==> config.mk <==
export PLATFORM = sky130hd
export DESIGN_NAME = fbd_decoder_flat
export DESIGN_NICKNAME = d
export VERILOG_FILES = /design/src/fbd_pkg.sv /design/src/fbd_if.sv /design/src/fbd_decoder.sv /design/src/flat_wrapper.sv
export SDC_FILE = /design/constraint.sdc
export NUM_CORES = 2
export LEC_CHECK = 0
export BUFFER_PORTS_ARGS = -buffer_cell sky130_fd_sc_hd__buf_2
export CORE_MARGIN = 2
export CORE_UTILIZATION = 35
export DETAILED_ROUTE_END_ITERATION = 10
export PLACE_DENSITY_LB_ADDON = 0.25
export SLEW_MARGIN = 40
export SYNTH_ARGS = -nofsm -noshare
export SYNTH_HDL_FRONTEND = slang
export SYNTH_SLANG_ARGS = --single-unit
==> constraint.sdc <==
create_clock -name clk -period 3.4 [get_ports clk]
set_input_delay 0.51 -clock clk [delete_from_list [all_inputs] [get_ports clk]]
set_output_delay 0.51 -clock clk [all_outputs]
set_load 0.1 [all_outputs]
==> src/fbd_pkg.sv <==
// Package for the flash bus address decoder and its requester end.
// Assumes a single 100 MHz clock domain shared by both ends.
package fbd_pkg;
  // Address space geometry
  localparam int ADDR_W = 24;
  localparam int SEG_W = 8;
  localparam int PAGE_W = 2;
  localparam int DATA_W = 16;
  localparam int SEG_COUNT = 256;
  localparam int PAGE_BYTES = 16384;
  // Window layout, in 64 Kbyte segments
  localparam logic [7:0] SEG_ZERO = 8'h00;
  localparam logic [7:0] SEG_ONE = 8'h01;
  localparam logic [7:0] SEG_BLK5 = 8'h02;
  localparam logic [7:0] SEG_BLK7 = 8'h04;
  localparam logic [7:0] SEG_RSV_LO = 8'h05;
  localparam logic [7:0] SEG_RSV_HI = 8'h07;
  localparam logic [7:0] SEG_REGS = 8'h08;
  // Split inside a segment between the 8K blocks and the 32K block
  localparam int LOW_HALF_BIT = 15;
  // Flash array depth in words (256 Kbytes)
  localparam int FLASH_WORDS = 131072;
  localparam int FLASH_IDX_W = 17;
  // Control register area depth in words
  localparam int REG_WORDS = 8;
  localparam int REG_IDX_W = 3;
  // Trap opcode returned from reserved space
  localparam logic [15:0] TRAP_OPCODE = 16'h009b;
  localparam logic [15:0] ZERO_WORD = 16'h0000;
  // Timing
  localparam int CLK_MHZ = 100;
  localparam int ZERO_WAIT_MAX_MHZ = 64;
  localparam int READ_WAIT_STATES = 0;
  // Addressing mode of a request
  typedef enum logic [1:0] {
    FBD_AM_INDIRECT,
    FBD_AM_LONG16,
    FBD_AM_SHORT,
    FBD_AM_BIT
  } fbd_amode_t;
  // Requester kind
  typedef enum logic [1:0] {
    FBD_SRC_FETCH,
    FBD_SRC_DATA,
    FBD_SRC_EVENT
  } fbd_src_t;
  // Region of a decoded address
  typedef enum logic [2:0] {
    FBD_RG_FLASH,
    FBD_RG_RESERVED,
    FBD_RG_REGS,
    FBD_RG_OUTSIDE
  } fbd_region_t;
endpackage

==> src/fbd_if.sv <==
// Interface joining the requester end and the flash decoder end.
// Assumes both ends share clk; no clocking block.
`timescale 1ns/100ps
`default_nettype none
interface fbd_if;
  import fbd_pkg::*;
  // Request
  logic req_valid;
  logic req_write;
  logic req_byte;
  logic [ADDR_W-1:0] req_addr;
  logic [DATA_W-1:0] req_wdata;
  fbd_src_t req_src;
  fbd_amode_t req_amode;
  // Answer
  logic rsp_valid;
  logic [DATA_W-1:0] rsp_rdata;
  logic rsp_error;
  logic rsp_hit;
  // Decoder side
  modport dev (
    input req_valid, req_write, req_byte, req_addr, req_wdata, req_src, req_amode,
    output rsp_valid, rsp_rdata, rsp_error, rsp_hit
  );
  // Requester side
  modport req (
    output req_valid, req_write, req_byte, req_addr, req_wdata, req_src, req_amode,
    input rsp_valid, rsp_rdata, rsp_error, rsp_hit
  );
endinterface
`default_nettype wire

==> src/fbd_decoder.sv <==
// Flash window decoder: maps requests onto flash array, reserved area and
// control registers. Assumes requests synchronous to clk, one per cycle.
// The preload port stands in for the programming path, which is not modelled.
`timescale 1ns/100ps
`default_nettype none
// Overview of operation
// - 16 Mbyte space, 256 segments, 16K pages
// - Word low byte at even address
// - Double words as two ascending words
// - Bit 0 even byte, bit 15 odd
// - Requester keeps units inside one area
// - 512K window: flash, reserved, registers
// - Block layout by segment, registers at 08'0000h
// - Remap selector moves first 32K segment
// - Zero wait state flash reads
// - Writes accepted only in register area
// - Requester writes not from flash fetches
// - Register writes only with indirect addressing
// - Fetches and word accesses use even addresses
// - Code ends with unconditional branch
// - Data reads only indirect or long
// - Event transfers ignore data page pointer
// - No bit addressing of flash
// - Reserved reads return trap opcode
// - Reserved writes change nothing
module fbd_decoder import fbd_pkg::*; #(
  parameter int FLASH_DEPTH = 64
) (
  // Clock and reset
  input wire logic clk,
  input wire logic rstn,
  // Configuration
  input wire logic internal_flash_enable,
  input wire logic flash_low_remap_select,
  // Flash array preload port
  input wire logic load_valid,
  input wire logic [FLASH_IDX_W-1:0] load_index,
  input wire logic [DATA_W-1:0] load_data,
  // Control register view
  output logic [REG_WORDS*DATA_W-1:0] ctrl_regs,
  // Request link
  fbd_if.dev bus
);
  // Elaboration checks: depth must fit the array, reads need no wait
  if (FLASH_DEPTH < 1 || FLASH_DEPTH > FLASH_WORDS) begin : g_depth_bad
    $error("FLASH_DEPTH out of range");
  end
  if (ZERO_WAIT_MAX_MHZ < 1 || READ_WAIT_STATES != 0) begin : g_wait_bad
    $error("Read timing not served");
  end
  localparam int FIDX_W = $clog2(FLASH_DEPTH) > 0 ? $clog2(FLASH_DEPTH) : 1;

  // Whole state of the module
  // Flash words live here too, so preload and bus share one
  // register stage and no second writer exists
  typedef struct packed {
    logic [FLASH_DEPTH-1:0][DATA_W-1:0] flash;
    logic [REG_WORDS-1:0][DATA_W-1:0] regs;
    logic rsp_valid;
    logic [DATA_W-1:0] rsp_rdata;
    logic rsp_error;
    logic rsp_hit;
  } fbd_dec_state_t;

  fbd_dec_state_t st; // Registered state
  fbd_dec_state_t next_st; // Next state
  fbd_region_t region; // Decoded region
  logic [FLASH_IDX_W-1:0] fidx; // Word index into flash
  logic [REG_IDX_W-1:0] ridx; // Word index into registers
  logic [SEG_W-1:0] seg; // Segment field
  logic [DATA_W-1:0] word; // Word at the index
  logic bad; // Illegal access

  // Address decode of the 512 Kbyte window
  // Only segments 0 to 8 decode; anything above misses with hit low
  // With the enable low the whole window reads as empty
  // The remap selector never moves the 32K block at 01'8000h
  always_comb begin
    seg = bus.req_addr[ADDR_W-1 -: SEG_W];
    region = FBD_RG_OUTSIDE;
    fidx = '0;
    ridx = bus.req_addr[REG_IDX_W:1];
    // Upper half of segment 0 falls through every branch and misses
    if (internal_flash_enable) begin
      if (seg == SEG_ZERO && !bus.req_addr[LOW_HALF_BIT]) begin
        // First 32K sits in segment 0 unless remapped
        if (!flash_low_remap_select) begin
          region = FBD_RG_FLASH;
          fidx = {2'b00, bus.req_addr[LOW_HALF_BIT:1]};
        end
      end else if (seg == SEG_ONE && !bus.req_addr[LOW_HALF_BIT]) begin
        // Remapped copy of the first 32K in segment 1
        if (flash_low_remap_select) begin
          region = FBD_RG_FLASH;
          fidx = {2'b00, bus.req_addr[LOW_HALF_BIT:1]};
        end
      end else if (seg == SEG_ONE) begin
        // 32K block at 01'8000h
        region = FBD_RG_FLASH;
        fidx = {2'b00, bus.req_addr[LOW_HALF_BIT:1]};
      end else if (seg >= SEG_BLK5 && seg <= SEG_BLK7) begin
        // Three 64K blocks
        region = FBD_RG_FLASH;
        fidx = {seg[1:0] - 2'b01, bus.req_addr[LOW_HALF_BIT:1]};
        // Reserved segments answer but never store
      end else if (seg >= SEG_RSV_LO && seg <= SEG_RSV_HI) begin
        region = FBD_RG_RESERVED;
        // Control registers, mirrored every 16 bytes
      end else if (seg == SEG_REGS) begin
        region = FBD_RG_REGS;
      end
    end
  end

  // Access legality
  // A refused access leaves state untouched and answers zero data
  // with the error flag; the requester end filters most of these,
  // but this end must not rely on it
  always_comb begin
    bad = 1'b0;
    // Word access and fetch must be even
    if ((!bus.req_byte || bus.req_src == FBD_SRC_FETCH) && bus.req_addr[0])
      bad = 1'b1;
    // Flash has no short or bit addressing; event transfers use own pointers
    if (region == FBD_RG_FLASH && bus.req_src == FBD_SRC_DATA &&
        (bus.req_amode == FBD_AM_SHORT || bus.req_amode == FBD_AM_BIT))
      bad = 1'b1;
    // Bit operations never reach flash, whoever asks
    if (region == FBD_RG_FLASH && bus.req_amode == FBD_AM_BIT)
      bad = 1'b1;
    // Register writes need indirect addressing
    if (bus.req_write && region == FBD_RG_REGS && bus.req_amode != FBD_AM_INDIRECT)
      bad = 1'b1;
  end

  // Read word selection with little-endian byte lanes
  // Words past FLASH_DEPTH read as zero rather than wrapping,
  // so a short model never aliases upper blocks onto block zero
  // Byte lanes are picked later, in the answer
  always_comb begin
    word = ZERO_WORD;
    if (region == FBD_RG_FLASH && fidx < FLASH_IDX_W'(FLASH_DEPTH))
      word = st.flash[fidx[FIDX_W-1:0]];
    else if (region == FBD_RG_REGS)
      word = st.regs[ridx];
    else if (region == FBD_RG_RESERVED)
      word = TRAP_OPCODE;
  end

  // Next state
  // One request per cycle, answered at the next edge with no wait
  // Read data stands until the next answer; pulses drop after one
  // Preload and bus write never touch the same storage, so no
  // priority between them is needed
  always_comb begin
    next_st = st;
    next_st.rsp_valid = bus.req_valid; // Zero wait: answer next edge
    next_st.rsp_error = 1'b0;
    next_st.rsp_hit = 1'b0;
    if (load_valid && load_index < FLASH_IDX_W'(FLASH_DEPTH))
      next_st.flash[load_index[FIDX_W-1:0]] = load_data;
    if (bus.req_valid) begin
      next_st.rsp_hit = region != FBD_RG_OUTSIDE;
      next_st.rsp_error = bad;
      if (bus.req_write) begin
        next_st.rsp_rdata = ZERO_WORD;
        // Only the register area takes writes; flash and reserved ignore
        if (region == FBD_RG_REGS && !bad) begin
          // Byte write lands in the lane its address picks
          if (!bus.req_byte)
            next_st.regs[ridx] = bus.req_wdata;
          else if (bus.req_addr[0])
            next_st.regs[ridx][15:8] = bus.req_wdata[7:0];
          else
            next_st.regs[ridx][7:0] = bus.req_wdata[7:0];
        end
      end else if (bad) begin
        next_st.rsp_rdata = ZERO_WORD;
      end else if (bus.req_byte && region != FBD_RG_RESERVED) begin
        // Odd byte is the high half of the word
        next_st.rsp_rdata = bus.req_addr[0] ? {8'h00, word[15:8]}
                                            : {8'h00, word[7:0]};
      end else begin
        next_st.rsp_rdata = word;
      end
    end
  end

  // State register
  // Reset clears the answer and control registers only; the array
  // keeps its contents, as nonvolatile storage would
  always_ff @(posedge clk) begin
    if (!rstn) begin
      st <= '0;
      st.flash <= next_st.flash; // Array contents survive reset
    end else begin
      st <= next_st;
    end
  end

  // Outputs
  // All link outputs come straight from flops
  assign bus.rsp_valid = st.rsp_valid;
  assign bus.rsp_rdata = st.rsp_rdata;
  assign bus.rsp_error = st.rsp_error;
  assign bus.rsp_hit = st.rsp_hit;
  assign ctrl_regs = st.regs;
endmodule
`default_nettype wire

==> src/flat_wrapper.sv <==
// flat-port wrapper written by rule: the top's interface ports become plain ports
module fbd_decoder_flat import fbd_pkg::*;
#(
  parameter int FLASH_DEPTH = 64
)
  (clk, rstn, internal_flash_enable, flash_low_remap_select, load_valid, load_index, load_data, ctrl_regs, bus_req_valid, bus_req_write, bus_req_byte, bus_req_addr, bus_req_wdata, bus_req_src, bus_req_amode, bus_rsp_valid, bus_rsp_rdata, bus_rsp_error, bus_rsp_hit);
  fbd_if bus_i ();
  input wire logic clk;
  input wire logic rstn;
  input wire logic internal_flash_enable;
  input wire logic flash_low_remap_select;
  input wire logic load_valid;
  input wire logic [FLASH_IDX_W-1:0] load_index;
  input wire logic [DATA_W-1:0] load_data;
  output logic [REG_WORDS*DATA_W-1:0] ctrl_regs;
  input wire logic [$bits(bus_i.req_valid)-1:0] bus_req_valid;
  input wire logic [$bits(bus_i.req_write)-1:0] bus_req_write;
  input wire logic [$bits(bus_i.req_byte)-1:0] bus_req_byte;
  input wire logic [$bits(bus_i.req_addr)-1:0] bus_req_addr;
  input wire logic [$bits(bus_i.req_wdata)-1:0] bus_req_wdata;
  input wire logic [$bits(bus_i.req_src)-1:0] bus_req_src;
  input wire logic [$bits(bus_i.req_amode)-1:0] bus_req_amode;
  output wire logic [$bits(bus_i.rsp_valid)-1:0] bus_rsp_valid;
  output wire logic [$bits(bus_i.rsp_rdata)-1:0] bus_rsp_rdata;
  output wire logic [$bits(bus_i.rsp_error)-1:0] bus_rsp_error;
  output wire logic [$bits(bus_i.rsp_hit)-1:0] bus_rsp_hit;
  assign bus_i.req_valid = bus_req_valid;
  assign bus_i.req_write = bus_req_write;
  assign bus_i.req_byte = bus_req_byte;
  assign bus_i.req_addr = bus_req_addr;
  assign bus_i.req_wdata = bus_req_wdata;
  assign bus_i.req_src = bus_req_src;
  assign bus_i.req_amode = bus_req_amode;
  assign bus_rsp_valid = bus_i.rsp_valid;
  assign bus_rsp_rdata = bus_i.rsp_rdata;
  assign bus_rsp_error = bus_i.rsp_error;
  assign bus_rsp_hit = bus_i.rsp_hit;
  fbd_decoder #(.FLASH_DEPTH(FLASH_DEPTH)) u_core (.clk(clk), .rstn(rstn), .internal_flash_enable(internal_flash_enable), .flash_low_remap_select(flash_low_remap_select), .load_valid(load_valid), .load_index(load_index), .load_data(load_data), .ctrl_regs(ctrl_regs), .bus(bus_i));
endmodule
* After elaboration in Yosys (flattened, before gate mapping)
Index checks and enable logic that the tools add are counted.
** Cells by class
- Order comparisons :: 11
- Muxes and demuxes :: 46
- $add $sub $neg :: 1
- Reductions and logical operators :: 27
- Equal/unequal tests :: 9
** Operators with widths (number)
- 1024-bit bitwise mux :: 1
- 1024-bit two-way mux :: 1
- 128-bit bitwise mux :: 3
- 128-bit two-way mux :: 2
- 16-bit two-way mux :: 10
- 16-bit demux with 3-bit select :: 3
- 16-bit binary-select mux with 6-bit select :: 1
- 16-bit demux with 6-bit select :: 1
- 17-bit two-way mux :: 5
- 16-bit binary-select mux with 3-bit select :: 1
- 17-bit by 7-bit less-than comparator with 1-bit output, second input constant :: 2
- 15-bit two-way mux :: 2
- 8-bit two-way mux :: 3
- 3-bit two-way mux :: 6
- 8-bit by 3-bit less-or-equal comparator with 1-bit output, second input constant :: 2
- 1-bit logical AND :: 16
- 6-bit by 7-bit less-than comparator with 1-bit output, second input constant :: 2
- 8-bit by 1-bit == test with 1-bit output, second input constant :: 1
- 8-bit by 4-bit == test with 1-bit output, second input constant :: 1
- 8-bit by 2-bit greater-or-equal comparator with 1-bit output, second input constant :: 1
- 8-bit by 3-bit greater-or-equal comparator with 1-bit output, second input constant :: 1
- 8-bit zero test :: 1
- 6-bit by 1-bit greater-or-equal comparator with 1-bit output, second input constant :: 1
- 1-bit two-way mux :: 5
- 17 further kinds :: 22
** Word-level totals
- Bits in registers :: 1171
- Output and inout bits :: 147
- Word-level logic and storage cells :: 170

* Longest topological paths before layout
- Depth in word-level cells :: 17
- Gate-level depth with buffers :: 16
- Depth with buffers taken out :: 11

* Worst setup path after synthesis
No wires, ideal clock.
- Path type :: input to register
- From :: input port bus_req_addr[17]
- To :: register u_core.st (netlist bit u_core.bus.rsp_rdata[0])
- Data required time :: 3271 ps
- Setup slack :: 65 ps
- Arrival time :: 3206 ps
- Library setup time :: 129 ps
- Path buffers :: 3
- Stages on the path :: 14
- Cell sequence :: inv_1 -> ha_1 -> or3_1 -> o21ai_2 -> a21oi_1 -> buf_4 -> buf_4 -> nor2_2 -> clkbuf_1 -> a31oi_1 -> o211ai_1 -> nand2_1 -> a2111oi_0 -> o21bai_1
** On the way
- Longest elaborated chain between the ends :: 16
- Elaborated cells between the ends (all ways) :: 48
** Ends and longest elaborated chain
- from (decl) :: line flat_wrapper.sv:19 : input wire logic [$bits(bus_i.req_addr)-1:0] bus_req_addr;
- parallel branches: the longest is 14 deep, another holds 17-bit by 7-bit less-than comparator with 1-bit output
- 16-bit two-way mux * :: line fbd_decoder.sv:177 : end else if (bad) begin
- 16-bit two-way mux * :: line fbd_decoder.sv:165 : if (bus.req_write) begin
- to (signal assigned) :: line fbd_decoder.sv:197 : st <= next_st;
- to (decl) :: line fbd_decoder.sv:65 : fbd_dec_state_t st;
Every way passes the cells marked *. The select of a mux whose other input is x is not followed.
A chain may end at the register's enable or synchronous reset.

* Worst setup path in the final report
- From :: input port bus_req_addr[16]
- To :: register u_core.st (netlist bit u_core.bus.rsp_rdata[4])
Same word-level chain as after synthesis.

==> impl_results.md <==
- Ports: 232
- Post-synth net total: 3670
- Area post-placement: 55850 um^2
- Initial antenna violation count: 15
- Slowest cell on crit path: a221oi_1
- Hold WS: 0.1309 ns
- R2r startpoint: u_core.ctrl_regs[56]
- Routed WL per cell: 30.96 um
- Rel. slew slack: 41.45%
- Worst EP arrival: 4.09 ns
- GR Overflow Total: 0
- Clock buffer depth: 3
- CTS H-Tree Depth: 4
- CP cell instances: buf_2, ha_1, nor3b_1, or3_1, a21oi_4, buf_12, buf_12, nor2_2, buf_12, buf_4, a221oi_1, nand2_1, nand4_1, nor3_1, buf_4, o2bb2ai_1
- R2R Setup Slk: 0.87 ns
- Hold Path Class: in -> reg
- First-pass iteration count of the detailed router: 6
- F_max: 0.2948 GHz
- Crit path max-delay family: simple AND/OR/NAND/NOR gates
- Dpl ws: -0.9577 ns
- Buffers & Inverters on Critical Path: 6
- DRC: 0
- Peak VDD IR: 0.3532 mV
- Port Buffer Count: 231
- Drt total wl: 189300 um
- First-pass GRT wire length: 260600 um
- Later-pin clock latency in the skew report: 0.77 ns
- Max-cap violation count: 0
- Number of global-route vias before repair: 32940
- Area grow syn2layout: 23.41%
- Worst-path clk slew: 0.06 ns
- Fin area: 60050 um^2
- EDFF count, synth: 1024
- CTS Buf Count: 130
- Share of post-route cells with drive strength above 1: 28.36%
- RSZ-0062 raised after global routing: false
- Cells after synthesis: 3582
- Via count: 35050
- Register bit total from synthesis: 1171
- Root Driver: clkbuf_16
- ANT nets after route: 0
- Hold path startpoint: internal_flash_enable
- Crit path kind: in -> reg
- Hold Crit Depth: 3
- Core area: 137700 um^2
- Routability cong.: 0.9959
- Drt first-iter violations: 4563
- Die Height: 376.9 um
- HPWL after DPL: 132400 um
- Outcome: finished, final reports clean
- Worst-Margin Slew: 0.8782 ns
- Nets@finish: 4314
- RR Endpoint: u_core.bus.rsp_rdata[0]
- Final Critical Period: 3.392 ns
- Final setup margin: 0.007900 ns
- Sequential area share after synthesis: 69.24%
- Yosys warns: 0
- Startpoint types: primary input
- Ys flop type: edfxtp_1
- Pwr per Cell Area: 508.2 nW/um^2
- Final core occ: 43.62%
- Critical path data required time: 4.10 ns
- Setup violators final: 0
- Post-Syn Area: 48660 um^2
- Via-to-Cell Ratio: 5.732
- # rows: 136
- Final hold viol count: 0
- Most frequent CP cell: buf_12
- Max Slew Vio Count: 0
- TritonCTS clock tree: built
- Mean post-synth cell area: 13.58 um^2
- Pleak: 21.27 nW
- Starting Density: 35.35%
- Worst Hold Endpoint: u_core.bus.rsp_hit
- Worst Path Max Fanout: 16
- Clock skew: 0.02298 ns
- R2R depth: 11
- Period utilisation layout: 99.77%
- Setup crit end kind: register
- CP max stage delay: 0.60 ns
- Global router's overall resource usage: 26.17%
- CTS sink cnt: 1171
- DIE WIDTH: 376.9 um
- Distinct cells, synth: 84
- Die area: 142000 um^2
- Largest net degree at the start of global routing: 68
- Post-synth ARST share: 0%
## worst register-to-register path, delay by kind of cell (launching register included)
kind / cells / cell delay, ns
flip-flops: 1 / 0.33
AO/OA/AOI/OAI: 7 / 1.40
multiplexers: 1 / 0.14
buffers and inverters: 3 / 0.54
## final cells by class
type	count	area, um^2
Fill cell	12620	77610
Tap cell	1794	2245
Multi-Input combinational cell	2029	13150
Clock inverter	56	501.7
Inverter	24	92.59
Clock buffer	169	3556
Timing Repair Buffer	870	6814
Antenna cell	2	5.005
Sequential cell	1171	33690
## cells in the final DEF (no fill, tap or decap), types with 10 or more instances in the layout
cell / Yosys / layout
nand2_1: 514 / 512
nor2_2: 2 / 38
a221o_1: 11 / 11
buf_12: 0 / 67
a221oi_1: 26 / 24
a311oi_1: 15 / 15
o21ai_0: 65 / 64
nor4_1: 19 / 16
nand3_1: 151 / 151
nand4_1: 28 / 28
nor2b_1: 23 / 23
a22oi_1: 19 / 19
a22o_1: 10 / 10
buf_2: 59 / 227
mux4_2: 28 / 28
dfxtp_1: 147 / 147
mux2i_1: 220 / 220
a21oi_1: 127 / 126
and3_1: 19 / 19
o22ai_1: 29 / 29
a32oi_1: 22 / 21
o221ai_1: 31 / 31
clkbuf_1: 113 / 27
clkbuf_16: 0 / 134
inv_1: 20 / 19
mux2_2: 54 / 54
edfxtp_1: 1024 / 1024
a2111oi_0: 13 / 10
o2111ai_1: 11 / 10
buf_4: 158 / 573
a31oi_1: 38 / 37
o211ai_1: 35 / 35
nor3_1: 15 / 13
clkinv_2: 0 / 15
nor2_1: 248 / 212
a211oi_1: 104 / 100
clkinv_1: 2 / 20
## worst max-delay path by stage
stage | start | to | slack (ns) | cells past startpoint
CTS | bus_req_addr[20] | u_core.bus.rsp_rdata[12] | 0.004 | 14
global route | bus_req_addr[16] | u_core.bus.rsp_rdata[1] | 0.0001 | 16
detailed placement | bus_req_addr[20] | u_core.bus.rsp_rdata[12] | -0.96 | 14
finish | bus_req_addr[16] | u_core.bus.rsp_rdata[4] | 0.008 | 16
floorplan | bus_req_addr[17] | u_core.bus.rsp_rdata[0] | 0.06 | 14
global placement | bus_req_addr[20] | u_core.bus.rsp_rdata[12] | -1.31 | 14
## power by group
group	switching [mW]	leakage (nW)	total [mW]	internal, mW
registers	0.00213	10.4	15.6	15.6
clock network	5.88	1.99	13.7	7.85
logic	0.840	8.90	1.18	0.337
total	6.72	21.3	30.5	23.8
## repair_timing
item	CTS	global route
hold buffers	2	0
endpoints found under the hold margin	5	0
resized for setup	4	13
setup endpoints to repair	7	12
buffers inserted	1	0
## state kept, by name (all words and copies together), names as in the netlist
register,count
u_core.st,1024
u_core.bus.rsp_error,1
u_core.bus.rsp_rdata,16
u_core.bus.rsp_hit,1
u_core.bus.rsp_valid,1
u_core.ctrl_regs,128
## per-stage QoR
| step | std cells | power [mW] | TNS (ns) |
|---|---|---|---|
| after global placement | 5879 | 17.05 | -45.09 |
| after CTS | 6112 | 30.63 | 0 |
| final | 6115 | 30.52 | 0 |
| after global routing | 6114 | 31.25 | 0 |
| after detailed placement | 5884 | 17.07 | -49.73 |
| after floorplan | 3582 | 16.31 | 0 |
## synthesized netlist by cell type (all sizes together), types with 38 or more instances
cell type / number / share of area (%)
clkbuf: 113 / 0.87
a21oi: 128 / 1.3
nand3: 155 / 1.6
a31oi: 38 / 0.49
a211oi: 108 / 1.7
dfxtp: 147 / 6.0
mux2i: 220 / 4.5
buf: 245 / 3.3
edfxtp: 1024 / 63
o21ai: 71 / 0.75
nor2: 250 / 1.9
nand2: 514 / 4.0
mux2: 54 / 1.2
## kinds of logic after synthesis
group / synth area share (%)
buf+inv: 4.364
mux: 7.071
compound gates: 9.301
flops: 69.24
simple gates: 9.946
fa+ha+maj: 0.07715
## layer usage
metal	part of all wire (%)	track usage [%]
met3	10	5.821
met2	44	39.97
met1	42	36.65
met4	3.7	9.192
met5	0.033	0
Power figures use the tool's default switching activity.
